<file path="src/design/occ_map.svh">
// Purpose: Register offsets, field positions, reset values and unlock keys of the oscillator control block
// Assumes: Included by its bare name wherever a value is needed
// Notes: Key values are arbitrary and only need to differ from each other
`ifndef OCC_MAP_SVH
`define OCC_MAP_SVH

// ==========================================
// Register offsets (byte addresses)
`define OCC_OFS_CTRL 8'h00
`define OCC_OFS_UNLOCK 8'h04

// ==========================================
// Unlock keys, written back to back
`define OCC_KEY_FIRST 32'hAA99_6655
`define OCC_KEY_SECOND 32'h5566_99AA

// ==========================================
// Field positions (least significant bit)
`define OCC_POS_PLL_POST_DIV 27
`define OCC_POS_FAST_RC_DIV 24
`define OCC_POS_SOSC_READY 22
`define OCC_POS_PB_DIV_READY 21
`define OCC_POS_PB_DIV 19
`define OCC_POS_PLL_MULT 16
`define OCC_POS_CUR_OSC 12
`define OCC_POS_NEW_OSC 8
`define OCC_POS_CLK_LOCK 7
`define OCC_POS_USB_LOCK 6
`define OCC_POS_SYS_LOCK 5
`define OCC_POS_SLEEP 4
`define OCC_POS_CLK_FAIL 3
`define OCC_POS_USB_FRC 2
`define OCC_POS_SOSC_EN 1
`define OCC_POS_OSC_SWITCH 0

// ==========================================
// Reset values before configuration load
`define OCC_RST_FAST_RC_DIV 3'h1
`define OCC_RST_PB_DIV 2'h3
`define OCC_RST_PLL_POST_DIV 3'h0

`endif

</file>
<file path="src/design/occ_pkg.sv">
// Purpose: Types shared by the oscillator control block
// Assumes: Constants live in occ_map.svh
// Notes: Ratios are whole divide factors, 1 to 256
package occ_pkg;

    // ==========================================
    // Register bus request
    typedef struct packed {
        logic [7:0] addr;   // Byte address
        logic [31:0] wdata; // Write data
        logic wr;           // Write strobe
        logic rd;           // Read strobe
    } occ_bus_req_t;

    // ==========================================
    // Software-visible control fields
    typedef struct packed {
        logic [2:0] pll_post_divider;
        logic [2:0] fast_rc_divider;
        logic [1:0] periph_bus_divisor;
        logic [2:0] pll_multiplier;
        logic [2:0] new_osc_select;
        logic clock_select_lock;
        logic sleep_on_wait;
        logic clock_fail_flag;
        logic usb_fast_rc_select;
        logic secondary_osc_enable;
        logic osc_switch_request;
    } occ_ctrl_t;

    // Configuration fields caught after reset
    typedef struct packed {
        logic [2:0] pll_post_divider;
        logic [1:0] periph_bus_divisor;
        logic [2:0] pll_multiplier;
        logic [2:0] new_osc_select;
        logic secondary_osc_enable;
    } occ_cfg_t;

    // Unlock sequence progress
    typedef enum logic [1:0] {
        OCC_LOCKED,
        OCC_HALF,
        OCC_OPEN
    } occ_unlock_t;

    // All state of the top module
    typedef struct packed {
        occ_ctrl_t ctrl;
        occ_unlock_t unlock;
        logic loaded;
        logic [2:0] sync1;
        logic [2:0] sync2;
        logic sosc_ready;
        logic [31:0] rdata;
    } occ_state_t;

    // All state of the peripheral clock divider
    typedef struct packed {
        logic [1:0] cur;
        logic [2:0] cnt;
    } occ_div_state_t;

    // Divide code to ratio: powers of two, top code is 256
    function automatic logic [8:0] occ_ratio(input logic [2:0] code);
        occ_ratio = (code == 3'h7) ? 9'h100 : (9'h001 << code);
    endfunction

endpackage

</file>
<file path="src/design/occ_peripheral_bus_clock_div.sv">
// Purpose: Peripheral bus clock enable divider with clean divisor changes
// Assumes: One system clock; tick_o is used as a clock enable downstream
// Notes: A new divisor takes effect only at a period boundary
`timescale 1ns/1ps
`include "occ_map.svh"
module occ_peripheral_bus_clock_div
    import occ_pkg::*;
(
    input wire logic clock_i,
    input wire logic rst_i,
    input wire logic ce_i,
    input wire logic [1:0] sel_i,
    output logic tick_o,
    output logic ready_o
);

    occ_div_state_t q; // Registered state
    occ_div_state_t d; // Next state

    // ==========================================
    // Next state
    always_comb begin
        d = q;
        if (ce_i) begin
            if (q.cnt == 3'h0) begin
                d.cur = sel_i;
                d.cnt = 3'((4'h1 << sel_i) - 4'h1);
            end else begin
                d.cnt = q.cnt - 3'h1;
            end
        end
    end

    // ==========================================
    // State register
    always_ff @(posedge clock_i or posedge rst_i) begin
        if (rst_i) begin
            q <= '{cur: `OCC_RST_PB_DIV, cnt: 3'h0};
        end else begin
            q <= d;
        end
    end

    // Tick on last count of each period
    assign tick_o = ce_i && (q.cnt == 3'h0);
    assign ready_o = (q.cur == sel_i);

    // ==========================================
    // Checks
    a_no_runt_switch: assert property (@(posedge clock_i) disable iff (rst_i)
        (q.cur != $past(q.cur)) |-> ($past(q.cnt) == 3'h0 && $past(ce_i)))
        else $error("divisor changed mid period");
    a_div8_spacing: assert property (@(posedge clock_i) disable iff (rst_i)
        (ce_i && tick_o && q.cur == 2'h3 && sel_i == 2'h3) |=> (q.cnt == 3'h7))
        else $error("divide by eight period wrong");
endmodule

</file>
<file path="src/design/occ_top.sv">
// Purpose: Oscillator control register and clock divider settings
// Assumes: Plain register port; status inputs from analog parts are asynchronous
// Notes: Configuration inputs are caught in the first enabled cycle after reset
//
// The register addresses and the plain strobed port were decided locally.
`timescale 1ns/1ps
`include "occ_map.svh"
module occ_top
    import occ_pkg::*;
#(
    parameter bit HAS_USB = 1'b1 // Variant carries the USB peripheral
) (
    input wire logic clock_i,
    input wire logic rst_i,
    input wire logic ce_i,
    input wire occ_bus_req_t bus_i,
    output logic [31:0] read_data_o,
    input wire occ_cfg_t cfg_i,
    input wire logic [2:0] cur_osc_i,
    input wire logic sosc_stable_i,
    input wire logic sys_pll_lock_i,
    input wire logic usb_pll_lock_i,
    output occ_ctrl_t ctrl_o,
    output logic [8:0] pll_div_ratio_o,
    output logic [8:0] frc_div_ratio_o,
    output logic periph_tick_o,
    output logic periph_divisor_ready_o,
    output logic secondary_osc_ready_o
);

    occ_state_t q; // Registered state
    occ_state_t d; // Next state
    logic div_ready; // Divider has no change pending

    // ==========================================
    // Peripheral bus clock divider
    occ_peripheral_bus_clock_div u_div (
        .clock_i(clock_i),
        .rst_i(rst_i),
        .ce_i(ce_i),
        .sel_i(q.ctrl.periph_bus_divisor),
        .tick_o(periph_tick_o),
        .ready_o(div_ready)
    );

    // ==========================================
    // Next state
    always_comb begin
        logic [31:0] w; // Read word under construction
        w = 32'h0;
        d = q;
        if (ce_i) begin
            // Two-stage capture of asynchronous status
            d.sync1 = {usb_pll_lock_i, sys_pll_lock_i, sosc_stable_i};
            d.sync2 = q.sync1;
            // ready only when enabled and stable
            d.sosc_ready = q.sync2[0] & q.ctrl.secondary_osc_enable;
            // Catch configuration once after reset
            if (!q.loaded) begin
                d.loaded = 1'b1;
                d.ctrl.pll_post_divider = cfg_i.pll_post_divider;
                d.ctrl.periph_bus_divisor = cfg_i.periph_bus_divisor;
                d.ctrl.pll_multiplier = cfg_i.pll_multiplier;
                d.ctrl.new_osc_select = cfg_i.new_osc_select;
                d.ctrl.secondary_osc_enable = cfg_i.secondary_osc_enable;
            end
            // Writes to the unlock key register
            if (bus_i.wr && bus_i.addr == `OCC_OFS_UNLOCK) begin
                if (bus_i.wdata == `OCC_KEY_FIRST) begin
                    d.unlock = OCC_HALF;
                end else if (q.unlock == OCC_HALF && bus_i.wdata == `OCC_KEY_SECOND) begin
                    d.unlock = OCC_OPEN;
                end else begin
                    d.unlock = OCC_LOCKED;
                end
            end else if (bus_i.wr) begin
                // Any other write relocks
                d.unlock = OCC_LOCKED;
                // only an opened register takes writes
                if (bus_i.addr == `OCC_OFS_CTRL && q.unlock == OCC_OPEN) begin
                    d.ctrl.pll_post_divider = bus_i.wdata[`OCC_POS_PLL_POST_DIV +: 3];
                    d.ctrl.fast_rc_divider = bus_i.wdata[`OCC_POS_FAST_RC_DIV +: 3];
                    d.ctrl.pll_multiplier = bus_i.wdata[`OCC_POS_PLL_MULT +: 3];
                    d.ctrl.new_osc_select = bus_i.wdata[`OCC_POS_NEW_OSC +: 3];
                    d.ctrl.clock_select_lock = bus_i.wdata[`OCC_POS_CLK_LOCK];
                    d.ctrl.sleep_on_wait = bus_i.wdata[`OCC_POS_SLEEP];
                    d.ctrl.clock_fail_flag = bus_i.wdata[`OCC_POS_CLK_FAIL];
                    d.ctrl.secondary_osc_enable = bus_i.wdata[`OCC_POS_SOSC_EN];
                    d.ctrl.osc_switch_request = bus_i.wdata[`OCC_POS_OSC_SWITCH];
                    d.ctrl.usb_fast_rc_select = HAS_USB & bus_i.wdata[`OCC_POS_USB_FRC];
                    if (div_ready) begin
                        d.ctrl.periph_bus_divisor = bus_i.wdata[`OCC_POS_PB_DIV +: 2];
                    end
                end
            end else if (bus_i.rd && q.unlock == OCC_HALF) begin
                // Key pair broken by a read
                d.unlock = OCC_LOCKED;
            end
            // Read word assembly
            if (bus_i.addr == `OCC_OFS_CTRL) begin
                w[`OCC_POS_PLL_POST_DIV +: 3] = q.ctrl.pll_post_divider;
                w[`OCC_POS_FAST_RC_DIV +: 3] = q.ctrl.fast_rc_divider;
                w[`OCC_POS_SOSC_READY] = q.sosc_ready;
                w[`OCC_POS_PB_DIV_READY] = div_ready;
                w[`OCC_POS_PB_DIV +: 2] = q.ctrl.periph_bus_divisor;
                w[`OCC_POS_PLL_MULT +: 3] = q.ctrl.pll_multiplier;
                w[`OCC_POS_CUR_OSC +: 3] = cur_osc_i;
                w[`OCC_POS_NEW_OSC +: 3] = q.ctrl.new_osc_select;
                w[`OCC_POS_CLK_LOCK] = q.ctrl.clock_select_lock;
                w[`OCC_POS_USB_LOCK] = HAS_USB & q.sync2[2];
                w[`OCC_POS_SYS_LOCK] = q.sync2[1];
                w[`OCC_POS_SLEEP] = q.ctrl.sleep_on_wait;
                w[`OCC_POS_CLK_FAIL] = q.ctrl.clock_fail_flag;
                w[`OCC_POS_USB_FRC] = q.ctrl.usb_fast_rc_select;
                w[`OCC_POS_SOSC_EN] = q.ctrl.secondary_osc_enable;
                w[`OCC_POS_OSC_SWITCH] = q.ctrl.osc_switch_request;
            end else if (bus_i.addr == `OCC_OFS_UNLOCK) begin
                w[0] = (q.unlock == OCC_OPEN);
            end
            // Read data valid only in the cycle after the strobe
            d.rdata = bus_i.rd ? w : 32'h0;
        end
    end

    // ==========================================
    // State register
    always_ff @(posedge clock_i or posedge rst_i) begin
        if (rst_i) begin
            q <= '0;
            // fast RC divides by two at reset
            q.ctrl.fast_rc_divider <= `OCC_RST_FAST_RC_DIV;
            q.ctrl.periph_bus_divisor <= `OCC_RST_PB_DIV;
            q.ctrl.pll_post_divider <= `OCC_RST_PLL_POST_DIV;
            q.unlock <= OCC_LOCKED;
        end else begin
            q <= d;
        end
    end

    // ==========================================
    // Outputs
    assign read_data_o = q.rdata;
    assign ctrl_o = q.ctrl;
    assign pll_div_ratio_o = occ_ratio(q.ctrl.pll_post_divider);
    assign frc_div_ratio_o = occ_ratio(q.ctrl.fast_rc_divider);
    assign periph_divisor_ready_o = div_ready;
    assign secondary_osc_ready_o = q.sosc_ready;

    // ==========================================
    // Checks
    a_reserved_reads_zero: assert property (@(posedge clock_i) disable iff (rst_i)
        $past(ce_i) && $past(bus_i.rd) |-> (read_data_o[31:30] == 2'h0 && read_data_o[23] == 1'b0))
        else $error("reserved bits read nonzero");
    a_locked_write_ignored: assert property (@(posedge clock_i) disable iff (rst_i)
        (ce_i && q.loaded && bus_i.wr && bus_i.addr == `OCC_OFS_CTRL && q.unlock != OCC_OPEN) |=>
        (q.ctrl == $past(q.ctrl)))
        else $error("locked write changed control");
    a_open_write_relocks: assert property (@(posedge clock_i) disable iff (rst_i)
        (ce_i && bus_i.wr && bus_i.addr == `OCC_OFS_CTRL) |=> (q.unlock == OCC_LOCKED))
        else $error("unlock survived a write");
    a_periph_bus_divisor_guard: assert property (@(posedge clock_i) disable iff (rst_i)
        (ce_i && q.loaded && bus_i.wr && !div_ready) |=>
        (q.ctrl.periph_bus_divisor == $past(q.ctrl.periph_bus_divisor)))
        else $error("divisor written while not ready");
    a_ready_low_pending: assert property (@(posedge clock_i) disable iff (rst_i)
        (q.ctrl.periph_bus_divisor != $past(q.ctrl.periph_bus_divisor)) |-> !periph_divisor_ready_o)
        else $error("ready high during divisor change");
    a_sosc_off_not_ready: assert property (@(posedge clock_i) disable iff (rst_i)
        (ce_i && !q.ctrl.secondary_osc_enable) |=> !secondary_osc_ready_o)
        else $error("oscillator ready while disabled");
    a_frc_reset_value: assert property (@(posedge clock_i) disable iff (rst_i)
        $past(rst_i) |-> (frc_div_ratio_o == 9'h002))
        else $error("fast RC reset divide not two");
    a_pll_top_code: assert property (@(posedge clock_i) disable iff (rst_i)
        (q.ctrl.pll_post_divider == 3'h7) |-> (pll_div_ratio_o == 9'h100))
        else $error("top post divider code not 256");
    a_usb_absent: assert property (@(posedge clock_i) disable iff (rst_i)
        !HAS_USB |-> !q.ctrl.usb_fast_rc_select)
        else $error("USB select set on variant without USB");
    // Divide factors of the remaining codes
    a_pll_low_codes: assert property (@(posedge clock_i) disable iff (rst_i)
        (q.ctrl.pll_post_divider != 3'h7) |-> (pll_div_ratio_o == (9'h001 << q.ctrl.pll_post_divider)))
        else $error("post divider factor not a power of two");
    a_frc_low_codes: assert property (@(posedge clock_i) disable iff (rst_i)
        (q.ctrl.fast_rc_divider != 3'h7) |-> (frc_div_ratio_o == (9'h001 << q.ctrl.fast_rc_divider)))
        else $error("fast RC factor not a power of two");
    a_frc_top_code: assert property (@(posedge clock_i) disable iff (rst_i)
        (q.ctrl.fast_rc_divider == 3'h7) |-> (frc_div_ratio_o == 9'h100))
        else $error("top fast RC code not 256");
    // Ready flags follow their sources into the read word
    a_sosc_needs_sync: assert property (@(posedge clock_i) disable iff (rst_i)
        (ce_i && !q.sync2[0]) |=> !secondary_osc_ready_o)
        else $error("oscillator ready without stable status");
    a_sosc_bit_read: assert property (@(posedge clock_i) disable iff (rst_i)
        ($past(ce_i) && $past(bus_i.rd) && $past(bus_i.addr) == `OCC_OFS_CTRL) |->
        (read_data_o[`OCC_POS_SOSC_READY] == $past(secondary_osc_ready_o)))
        else $error("oscillator ready bit misread");
    a_ready_bit_read: assert property (@(posedge clock_i) disable iff (rst_i)
        ($past(ce_i) && $past(bus_i.rd) && $past(bus_i.addr) == `OCC_OFS_CTRL) |->
        (read_data_o[`OCC_POS_PB_DIV_READY] == $past(periph_divisor_ready_o)))
        else $error("divisor ready bit misread");
    // Key pair and variant checks
    a_key_pair_opens: assert property (@(posedge clock_i) disable iff (rst_i)
        (ce_i && bus_i.wr && bus_i.addr == `OCC_OFS_UNLOCK && q.unlock == OCC_HALF &&
        bus_i.wdata == `OCC_KEY_SECOND) |=> (q.unlock == OCC_OPEN))
        else $error("second key did not open");
    a_usb_lock_absent: assert property (@(posedge clock_i) disable iff (rst_i)
        (!HAS_USB && $past(ce_i) && $past(bus_i.rd)) |-> !read_data_o[`OCC_POS_USB_LOCK])
        else $error("USB lock read on variant without USB");
endmodule

</file>
<file path="config.mk">
export PLATFORM = sky130hd
export DESIGN_NAME = occ_top
export DESIGN_NICKNAME = d
export VERILOG_FILES = /design/src/design/occ_pkg.sv /design/src/design/occ_peripheral_bus_clock_div.sv /design/src/design/occ_top.sv
export VERILOG_INCLUDE_DIRS = /design/src /design/src/design
export SDC_FILE = /design/constraint.sdc
export NUM_CORES = 1
export LEC_CHECK = 0
export BUFFER_PORTS_ARGS = -buffer_cell sky130_fd_sc_hd__buf_2
export CORE_UTILIZATION = 44
export CTS_CLUSTER_SIZE = 16
export DETAILED_ROUTE_END_ITERATION = 12
export PLACE_DENSITY = 0.77
export SYNTH_ARGS = -nofsm -noshare
export SYNTH_HDL_FRONTEND = slang
export SYNTH_SLANG_ARGS = --single-unit
</file>
<file path="constraint.sdc">
create_clock -name clock_i -period 1.7 [get_ports clock_i]
set_input_delay 0.085 -clock clock_i [delete_from_list [all_inputs] [get_ports clock_i]]
set_output_delay 0.085 -clock clock_i [all_outputs]
set_load 0.03 [all_outputs]
</file>
Word-level counts from Yosys, hierarchy flattened
Cells that the tools add are included.
{ "classes": {"n_addsub": 2, "eq_ne": 8, "shift": 3, "muxes": 22, "bitwise": 2, "n_reduce_logical": 11} }
{ "op_table": {"columns": ["cell", "count"], "rows": [
  ["20-bit two-way mux", 3],
  ["32-bit by 31-bit equality test with 1-bit output (second input constant)", 1],
  ["32-bit equality test (second input constant)", 1],
  ["30-bit two-way mux", 1],
  ["9-bit two-way mux", 2],
  ["1-bit by 3-bit << shifter with 9-bit output (first input constant)", 2],
  ["2-bit two-way mux", 6],
  ["10-bit two-way mux", 1],
  ["3-bit two-way mux", 3],
  ["8-bit by 3-bit equality test with 1-bit output (second input constant)", 1],
  ["8-bit zero test", 1],
  ["8-bit two-way mux", 1],
  ["7-bit two-way mux", 1],
  ["3-bit equality test (second input constant)", 2],
  ["6-bit two-way mux", 1],
  ["3-bit by 1-bit subtractor with 3-bit output (second input constant)", 2],
  ["1-bit logical AND", 5],
  ["2-bit AND reduction", 2],
  ["4-bit AND reduction", 1],
  ["3-bit zero test", 1],
  ["1-bit two-way mux", 3],
  ["3-bit nonzero test", 1],
  ["1-bit by 2-bit << shifter with 3-bit output (first input constant)", 1],
  ["2-bit by 1-bit equality test with 1-bit output (second input constant)", 1],
  ["4 further kinds", 4]
]} }
{ "totals": {"reg_bits": 67, "inputBits": 63, "wordCells": 67} }

Depth between registers and ports, before layout
Gate-level depths: netlist (run 1).
{ "depth": {"depth_word": 5, "depth_mapped": 7, "mapped_depth_nobuf": 6} }

Modules after synthesis
From an unflattened synthesis (run 1), not the netlist that was laid out.
{ "hier_totals": {"hier_cells": 307, "area_unflattened_um2": 3383.2} }
{ "by_module_without_submodules": {"columns": ["module", "instances", "cells_each", "area_each_um2", "seq_area_each_um2"], "rows": [
  ["occ_top", 1, 279, 3084.2, 1430.1],
  ["occ_peripheral_bus_clock_div", 1, 28, 299.0, 127.6]
]} }

Least setup slack after synthesis (run 1)
Ideal clock, no wire load.
{ "synth_path": {"path_kind": "register to output", "from": "register q, in the netlist ctrl_o[14]", "to": "output port frc_div_ratio_o[1]", "arrival_time_ns": 1.500, "t_required_ns": 1.615, "path_slack_ns": 0.115, "path_stages_with_launch": 3, "path_cell_list": "dfstp_2 -> clkbuf_1 -> nor3b_1"} }
{ "synth_via": {"elab_chain_cells": 2, "elab_cells_between_ends": 3, "cone_classes": "1 x eq/ne; 1 x shift; 1 x mux"} }
{ "synth_rtl": {"columns": ["element", "line", "source"], "rows": [
  ["start, declared", "occ_top.sv:31", "occ_state_t q;"],
  ["3-bit equality test / 1-bit by 3-bit << shifter with 9-bit output (equally long branches)", "occ_pkg.sv:66", "occ_ratio = (code == 3'h7) ? 9'h100 : (9'h001 << code);"],
  ["9-bit two-way mux *", "occ_pkg.sv:66", null],
  ["end, declared", "occ_top.sv:25", "output logic [8:0] frc_div_ratio_o,"]
]} }
Every way passes the cells marked *; elsewhere a longest branch is shown, timed or not.

Worst setup path after layout (run 1)
{ "layout_path": {"from": "register q, in the netlist ctrl_o[12]", "to": "output port periph_divisor_ready_o"} }
{ "layout_via": {"elab_chain_cells": 1} }
{ "layout_rtl": {"columns": ["element", "line", "source"], "rows": [
  ["2-bit equality test", "occ_peripheral_bus_clock_div.sv:46", "assign ready_o = (q.cur == sel_i);"],
  ["end, declared", "occ_top.sv:27", "output logic periph_divisor_ready_o,"]
]} }
No other way between the ends.

==> impl_results.md, run 1 <==
- Status: completed
- Reg clk slew, reported paths: 70 ps
- Critical Path Start Type: register
- I/O pins: around 140
- Layout Nets: about 460
- Mapped Cells: slightly above 300
- Crit. End Element: primary output
- Worst Path Buf+Inv: 2
- Largest net degree at the start of global routing: between 60 and 70
- Final Critical Period: 1590 ps
- Critical Path Start: ctrl_o[12]$_DFFE_PP1P_
- Main synth FF type: dfrtp_1
- Clk sinks: 62
- Max-cap violations: 0
- Filler Cells Inserted: 691
- Max incr delay on CP: around 600 ps
- Worst Skew: 5.39 ps
- Yosys warnings: 0
- Via count: between 2,000 and 3,000
- Vias in the first global route: between 2,000 and 3,000
- Die Y: approximately 90 um
- Global-route wire length before repair: approximately 13 mm
- Critical-path cell list: xnor2_1, nand2_1, inv_1, buf_2
- Horiz. Die Dim: approximately 90 um
- CP Class: register to primary output
- Fmax: 629 MHz
- DRC viols: 0
- Delay-heaviest family, CP: flip-flops
- Final Hold Viols: 0
- Critical path peak fanout: 7
- Pins Over Slew Limit: 0
- WP data required: between 1500 and 2000 ps
- Min-Delay Path Class: primary input to register
- Core area: around 7400 sq um
- R2R Setup Slk: ~150 ps
- Final setup viols: 0
- Initial antenna violation count: 0
- Post-Route WL: ~8.2 mm
- Die area: between 8000 and 9000 sq um
- Initial detailed-routing violation count: 70
- Drt pass-1 iters: 4
- Reg2reg end: ctrl_o[2]$_DFFE_PP0P_
- Routability cong.: about 0.77
- Synth Register Bits: 62
- CTS Buffer Depth: 2
- Async SR Flop Fraction: 100%
- Syn_area_per_cell: 11.1 sq um
- Dpl hpwl: just over 6 mm
- Clk_lat worst skew: 340 ps
- CP Depth: 4
- RSZ-0062 raised after global routing: false
- Clock Tree Root: clkbuf_8
- Port bufs: approximately 130
- Post-synth EDFFs: 0
- CP max-delay cell: dfstp_2
- Critical Path End: periph_divisor_ready_o
- H-tree Lvls: 3
- Maximum vdd drop: between 0.0004 and 0.0005 V
- CTS buffer count: 9
- Area Growth Syn to Fin: 20.2%
- Layout cells sized above 1: around half
- Total congestion overflow: 0
- Tcrit/Tclk final: between 90% and 100%
- Total GRT Usage: about a fifth
- CTS tree: yes
- Worst Hold Slack: approximately 12 ps
- Worst r2r path cells: 3
- Initial core utilization: a little under half
- Wirelength per Cell: ~16 um
- Unique masters post-synth: 45
- Crit path DAT: around 1500 ps
- Mapped Area: 3390 sq um
- Row cnt: 31
- Pwr Density: between 900 and 1000 nW/um^2
- Ant. Diodes: 0
- Reg2reg start: q[40]$_DFFE_PP0P_
- Vias per cell: 5.19
- Post-synthesis sequential area ratio: between 40% and 50%
- Leak: about 0.0021 uW
- Setup TNS: 0 ps
- Final instance area: a little over 4000 sq um
- Antenna-violating nets left: 0
- Placed inst area: between 3000 and 4000 sq um
==> metal layers <==
| layer | share of wire (%) | GRT usage [%] | vias to the layer above |
|---|---|---|---|
| li1 | - | - | 1224 |
| met1 | 45 | 26.9 | 1259 |
| met2 | 47 | 34.4 | 100 |
| met3 | 5.6 | 4.40 | 16 |
| met4 | 2.5 | 11.1 | 0 |
| met5 | 0 | 0 | - |
==> worst min-delay path by stage <==
stage | from | endpoint | depth (start not counted)
final | cfg_i[1] | ctrl_o[6]$_DFFE_PP0P_ | 2
after global routing | bus_i[28] | ctrl_o[16]$_DFFE_PP0P_ | 2
after CTS | cfg_i[1] | ctrl_o[6]$_DFFE_PP0P_ | 2
after detailed placement | rst_i | read_data_o[12]$_DFFE_PP0P_ | 3
after global placement | rst_i | read_data_o[12]$_DFFE_PP0P_ | 3
after floorplan | bus_i[21] | ctrl_o[12]$_DFFE_PP1P_ | 2
==> repair_timing <==
action / CTS / global route
gates resized for setup: 0 / 0
endpoints found under the setup margin: 0 / 1
endpoints found under the hold margin: 64 / 0
hold buffers: 8 / 0
buffers inserted: 0 / 4
==> worst register-to-register path, cell delays in order, from the launching register on <==
cell      delay (ps)
dfrtp_1          400
and4bb_2         360
nand3_4          280
mux2_2           400
==> placed cells by master (no fill, tap or decap), types with 5 or more instances in the layout <==
| master | instances |
|---|---|
| a22o_1 | 7 |
| a22o_2 | 19 |
| and3b_1 | 5 |
| buf_2 | 128 |
| buf_4 | 10 |
| clkbuf_8 | 9 |
| conb_1 | 7 |
| dfrtp_1 | 57 |
| dfstp_2 | 5 |
| dlygate4sd3_1 | 8 |
| inv_1 | 5 |
| mux2_2 | 17 |
| nand2_1 | 26 |
| nor2_1 | 16 |
| nor3b_1 | 6 |
| nor4b_1 | 5 |
| o221a_1 | 10 |
==> through the flow <==
stage               total power [uW]  worst slack (ps)  instances  utilization (%)
floorplan                       2270              81.9        311                -
global placement                2440               203        473             50.7
detailed placement              2480               135        473             50.7
CTS                             4030              76.8        497             55.0
global route                    4190              18.1        501             55.4
finish                          4000               111        501             55.4
==> area by class of cell <==
| type | instances | area (sq um) | share of cell area, % |
|---|---|---|---|
| inverter | 6 | 22.5 | 0.552 |
| tap | 99 | 124 | 3.03 |
| timing repair buffer | 147 | 816 | 20.0 |
| sequential | 62 | 1560 | 38.2 |
| clock inverter | 7 | 113 | 2.76 |
| multi-input combinational | 171 | 1330 | 32.5 |
| clock buffer | 9 | 124 | 3.03 |
==> logic make-up after synthesis <==
logic type               after synthesis  synth area share [%]
other                                  1                 0.110
XOR/XNOR                               3                 0.774
flip-flops                            62                  45.9
buffers and inverters                 78                  15.7
adder cells (fa/ha/maj)                1                 0.369
AO/OA/AOI/OAI                         48                  13.2
multiplexers                          18                  5.93
AND/OR/NAND/NOR                       94                  18.0
==> cells in the mapped netlist, types with 2 or more instances <==
cell | count | area share, %
nand4b_1 | 3 | 0.77
nand4_1 | 4 | 0.74
inv_1 | 6 | 0.66
o21ai_0 | 2 | 0.29
nor3_1 | 4 | 0.59
nand2_1 | 26 | 2.9
nand3_2 | 2 | 0.59
nand3_1 | 2 | 0.29
a22o_2 | 19 | 5.6
nor4_4 | 2 | 1.3
clkbuf_1 | 12 | 1.3
mux2_2 | 17 | 5.6
o221a_1 | 10 | 3.3
and3_1 | 3 | 0.55
o2bb2ai_1 | 3 | 0.77
o211ai_1 | 2 | 0.44
o31ai_1 | 2 | 0.44
nor2_1 | 16 | 1.8
buf_4 | 54 | 12
buf_6 | 5 | 1.7
dfstp_2 | 5 | 3.9
a21oi_1 | 2 | 0.29
a22o_1 | 7 | 1.8
nor4bb_1 | 4 | 1.2
nor4_1 | 3 | 0.55
xnor2_1 | 2 | 0.52
and3b_1 | 5 | 1.3
dfrtp_1 | 57 | 42
nor3b_1 | 6 | 1.3
nor4b_1 | 5 | 1.3
==> report_power, final <==
group	switching [uW]	internal, uW
sequential	134	1600
clock	575	965
combinational	431	292
total	1140	2860
==> sequential cells by signal, summed over array words and instances, names as in the netlist <==
register               cells
read_data_o               27
ctrl_o                    20
q                          9
u_div.q                    5
secondary_osc_ready_o      1
Note: power is estimated with default switching activity, not from simulation.
==> run 2: changes to the inputs <==
==> constraint.sdc (replaced) <==
create_clock -name clock_i -period 1.7 [get_ports clock_i]
set_input_delay 0.17 -clock clock_i [delete_from_list [all_inputs] [get_ports clock_i]]
set_output_delay 0.17 -clock clock_i [all_outputs]
set_load 0.03 [all_outputs]
==> run 2 against run 1 <==
Against the previous run:
- critical path depth is 2 lower
- sequential power hardly changed
- wire length is 1.3% lower
- first-iteration DRC count is 41% higher
- non-clock buffer count is 5 lower
- design area is 2.4% lower
- critical path type unchanged
- highest routed layer unchanged
==> impl_results.md, run 2 (synthesized netlist as in run 1, its figures left out) <==
- Status: completed
- Area Growth Syn to Fin: 17.3%
- Clock Tree Root: clkbuf_8
- Total congestion overflow: 0
- Largest net degree at the start of global routing: between 60 and 70
- Post-Route WL: about 8.1 mm
- Largest register FFs: 27
- Crit path DAT: 1410 ps
- Fmax: 632 MHz
- Maximum vdd drop: between 0.0005 and 0.0006 V
- Horiz. Die Dim: ~90 um
- Port bufs: between 100 and 150
- Final setup viols: 0
- CTS buffer count: 9
- Worst Path Buf+Inv: 1
- Worst Skew: 7.16 ps
- Initial antenna violation count: 0
- Worst Hold Slack: ~64 ps
- GRT met1 Usage: 26.5%
- Global-route wire length before repair: 13.0 mm
- Ant. Diodes: 0
- Initial core utilization: a little under half
- Total GRT Usage: 20.8%
- Leak: 0.00206 uW
- Max incr delay on CP: around 430 ps
- Layout Nets: about 460
- Critical Path Start Type: register
- Critical path peak fanout: 4
- H-tree Lvls: 3
- Clk_lat worst skew: about 330 ps
- Crit. End Element: primary output
- Wirelength per Cell: between 15 and 20 um
- DRC viols: 0
- Routability cong.: approximately 0.77
- CP max-delay cell: dfrtp_1
- Core Util, Final: between 50 and 60%
- Initial detailed-routing violation count: between 90 and 100
- Most common library cell in the layout ignoring fill and taps: buf_2
- Clk sinks: 62
- Max-cap violations: 0
- Most frequent cells in the layout: buf_2 (127), dfrtp_1 (57), nand2_1 (26)
- Pins Over Slew Limit: 0
- Core area: between 7000 and 8000 sq um
- Die area: between 8000 and 9000 sq um
- WP data required: approximately 1500 ps
- Setup TNS: 0 ps
- Vias per cell: roughly 5.3
- Vias in the first global route: ~2,600
- Tcrit/Tclk final: 93.1%
- Pwr Density: about 900 nW/um^2
- Drt pass-1 iters: 4
- CTS Buffer Depth: 2
- Met2 GRT Util: about a third
- Via count: 2,602
- Die Y: 89.8 um
- I/O pins: between 100 and 150
- Dpl hpwl: roughly 6 mm
- Delay-heaviest family, CP: flip-flops
- Antenna-violating nets left: 0
- Layout cells sized above 1: 52.3%
- Row cnt: 31
- Gr busiest metal: met2
- CTS tree: yes
- Critical-path cell list: nor4_4, buf_2
- Filler Cells Inserted: 670
- RSZ-0062 raised after global routing: false
- GRT met3 Usage: approximately 6%
- Min-Delay Path Class: primary input to register
- Reg clk slew, reported paths: about 70 ps
- Final Hold Viols: 0
- Final Critical Period: between 1500 and 2000 ps
- CP Class: register to primary output
run 2: layout make-up:
cell class | instances | area (sq um) | area share [%]
flip-flops and latches | 62 | 1560 | 39.1
multi-input cells | 171 | 1330 | 33.3
repair buffers | 142 | 776 | 19.5
clock buffers | 11 | 151 | 3.80
well taps | 99 | 124 | 3.11
inverters | 6 | 26.3 | 0.660
clock inverters | 4 | 22.5 | 0.566
run 2: power breakdown:
| group | switching (uW) | internal [uW] | leakage (uW) |
|---|---|---|---|
| Combinational | 439 | 311 | 0.00117 |
| Clock | 561 | 592 | 0.0000910 |
| Sequential | 128 | 1600 | 0.000797 |
run 2: final timing paths:
path                                        start                           to  slack (ps)  cells past startpoint
setup / recovery           u_div.q[0]$_DFFE_PP0P_                periph_tick_o         120                      2
hold / removal                       cur_osc_i[1]  read_data_o[13]$_DFFE_PP0P_          60                      2
setup reg to reg           ctrl_o[12]$_DFFE_PP1P_       u_div.q[1]$_DFFE_PP0P_         150                      5
hold reg to reg                 q[34]$_DFFE_PP0P_   read_data_o[5]$_DFFE_PP0P_         490                      1
max in group asynchronous                   rst_i       ctrl_o[14]$_DFFE_PP1P_         890                      4
min in group asynchronous                   rst_i  read_data_o[20]$_DFFE_PP0P_         460                      4
run 2: per-stage QoR:
stage	std cells	area, sq um	total power (uW)	setup slack, ps
floorplan	311	3420	2270	29.8
global placement	475	3770	2440	198
detailed placement	475	3770	2470	101
CTS	492	3960	3640	0.756
global route	495	3980	3810	36.8
finish	495	3980	3630	116
run 2: timing repair:
action,in CTS,in global routing
hold buffers,1,0
hold endpoints to repair,57,0
gates resized for setup,0,1
setup endpoints to repair,1,1
setup buffers,1,3
run 2: layer usage:
| metal | share of wire (%) | vias up |
|---|---|---|
| met4 | 1.2 | 0 |
| met2 | 48 | 106 |
| met5 | 0 | - |
| met3 | 6.3 | 10 |
| li1 | - | 1205 |
| met1 | 45 | 1281 |
==> run 3: changes to the inputs <==
--- a/config.mk
+++ b/config.mk
@@ -6,7 +6,7 @@
 export SDC_FILE = /design/constraint.sdc
 export NUM_CORES = 1
 export LEC_CHECK = 0
-export BUFFER_PORTS_ARGS = -buffer_cell sky130_fd_sc_hd__buf_2
+export BUFFER_PORTS_ARGS = -buffer_cell sky130_fd_sc_hd__buf_4
 export CORE_UTILIZATION = 44
 export CTS_CLUSTER_SIZE = 16
 export DETAILED_ROUTE_END_ITERATION = 12
==> run 3 against run 2 <==
Against the previous run:
- worst hold slack worse by 2.6 ps
- sequential cell count unchanged
- power up 9.3%
- fmax decreased by 3.5%
- via count shrank 1.0%
- highest routed layer unchanged
- global-route usage grew 0.34 points
- sequential power about the same
- non-clock buffer count shrank 5
- setup slack got worse by 57 ps
==> impl_results.md, run 3 (synthesized netlist as in run 1, its figures left out) <==
- Most common library cell in the layout ignoring fill and taps: buf_4
- CTS buffer count: 9
- Tcrit/Tclk final: between 90% and 100%
- Core Util, Final: 58.4%
- Most frequent cells in the layout: buf_4 (135), dfrtp_1 (57), nand2_1 (25)
- Initial detailed-routing violation count: around 120
- Row cnt: 31
- Via count: approximately 2,600
- Critical Path Start Type: register
- Largest register FFs: 27
- Die Y: around 90 um
- Ant. Diodes: 0
- Dpl hpwl: between 6 and 7 mm
- Initial antenna violation count: 0
- Layout cells sized above 1: 51.8%
- Final setup viols: 0
- Pins Over Slew Limit: 0
- Global-route wire length before repair: 13.1 mm
- Fmax: 609 MHz
- CP max-delay cell: dfstp_2
- Crit. End Element: primary output
- CP Class: register to primary output
- Reg area: approximately 1600 sq um
- Maximum vdd drop: around 0.00038 V
- Core area: ~7400 sq um
- Worst Hold Slack: 61.0 ps
- P_int: between 2000 and 3000 uW
- Largest net degree at the start of global routing: 63
- Post-Route WL: a little over 8 mm
- Status: completed
- Horiz. Die Dim: around 90 um
- Total congestion overflow: 0
- Critical path peak fanout: 7
- Initial core utilization: 46.1%
- DRC viols: 0
- Multi-input logic area: about 1300 sq um
- Drt pass-1 iters: 4
- CTS tree: yes
- Port bufs: between 100 and 150
- Sw Pwr: roughly 1100 uW
- Critical-path cell list: xnor2_1, nand2_1, inv_1, buf_4
- Die area: 8070 sq um
- Antenna-violating nets left: 0
- Clock Tree Root: clkbuf_8
- Hold Crit Depth: 2
- Crit path DAT: around 1500 ps
- Reg clk slew, reported paths: 60 ps
- CTS Buffer Depth: 2
- Pwr Density: approximately 920 nW/um^2
- Clk sinks: between 60 and 70
- I/O pins: roughly 140
- Clock power share: 35.8%
- Logic pwr share: around a fifth
- Min-Delay Path Class: primary input to register
- Total GRT Usage: a little over a fifth
- H-tree Lvls: 3
- Routability cong.: ~0.79
- Wirelength per Cell: roughly 17 um
- Max-cap violations: 0
- Vias per cell: 5.24
- Vias in the first global route: roughly 2,500
- Worst r2r path cells: 3
- Filler Cells Inserted: 637
- Final Critical Period: ~1600 ps
- Worst Skew: 6.13 ps
- Clk_lat worst skew: between 300 and 400 ps
- Final Hold Viols: 0
- Reg power frac: 43.9%
- Layout Nets: between 400 and 500
- Area Growth Syn to Fin: 26.7%
- Max incr delay on CP: roughly 600 ps
- WP data required: approximately 1500 ps
- Leak: between 0.002 and 0.0025 uW
- Switching power share of the total: approximately 29%
run 3: cell types whose count changed in the layout (fill, tap and decap cells not counted), sizes merged:
cell      change
clkinv        -1
bufinv        +2
clkinvlp      -1
buf           -4
run 3: path summary, 6_finish.rpt:
kind	from	to	slack, ps
worst max-delay path	ctrl_o[12]$_DFFE_PP1P_	periph_divisor_ready_o	60
worst min-delay path	cur_osc_i[2]	read_data_o[14]$_DFFE_PP0P_	60
worst max register to register	q[40]$_DFFE_PP0P_	ctrl_o[5]$_DFFE_PP0P_	130
worst min register to register	q[35]$_DFFE_PP0P_	read_data_o[6]$_DFFE_PP0P_	500
max in group asynchronous	rst_i	ctrl_o[14]$_DFFE_PP1P_	910
min in group asynchronous	rst_i	read_data_o[12]$_DFFE_PP0P_	480
run 3: layer usage:
metal	up-vias	global-route usage (%)	wire length (um)
met5	-	0	0
met4	0	9.70	170
met3	13	4.91	569
met2	106	32.6	3850
met1	1260	28.3	3690
li1	1196	-	-
run 3: timing repair:
item | CTS | global route
resized for setup | 0 | 2
buffers inserted | 0 | 2
hold buffers | 1 | 0
endpoints found under the setup margin | 0 | 3
endpoints found under the hold margin | 57 | 0
run 3: through the flow:
| step | cell area, sq um | setup TNS [ps] | setup slack (ps) | instances | power [uW] |
|---|---|---|---|---|---|
| finish | 4300 | 0 | 59.2 | 491 | 3970 |
| global route | 4300 | -11.2 | -11.2 | 491 | 4140 |
| CTS | 4280 | 0 | 32.6 | 489 | 3990 |
| detailed placement | 4050 | 0 | 72.4 | 472 | 2560 |
| global placement | 4050 | 0 | 145 | 472 | 2530 |
| floorplan | 3420 | 0 | 29.8 | 311 | 2270 |
run 3: layout make-up:
cell class	count	area share, %
clock buffer	12	3.38
clock inverter	4	1.63
inverter	6	0.611
multi-input combinational	171	31.0
sequential	62	36.2
tap	99	2.88
timing repair buffer	137	24.3
run 3: worst max-delay path, delay by kind of cell, from the launching register on:
family                 cells  cell delay (ps)
XOR/XNOR                   1              140
flip-flops                 1              600
AND/OR/NAND/NOR            1              130
buffers and inverters      2              260
run 3: power groups by stage:
stage / clock (uW) / combinational [uW] / sequential (uW)
final: 1420 / 804 / 1740
after global routing: 1510 / 871 / 1750
after CTS: 1450 / 807 / 1730
after detailed placement: 0 / 805 / 1760
after global placement: 0 / 779 / 1750
after floorplan: 0 / 551 / 1720
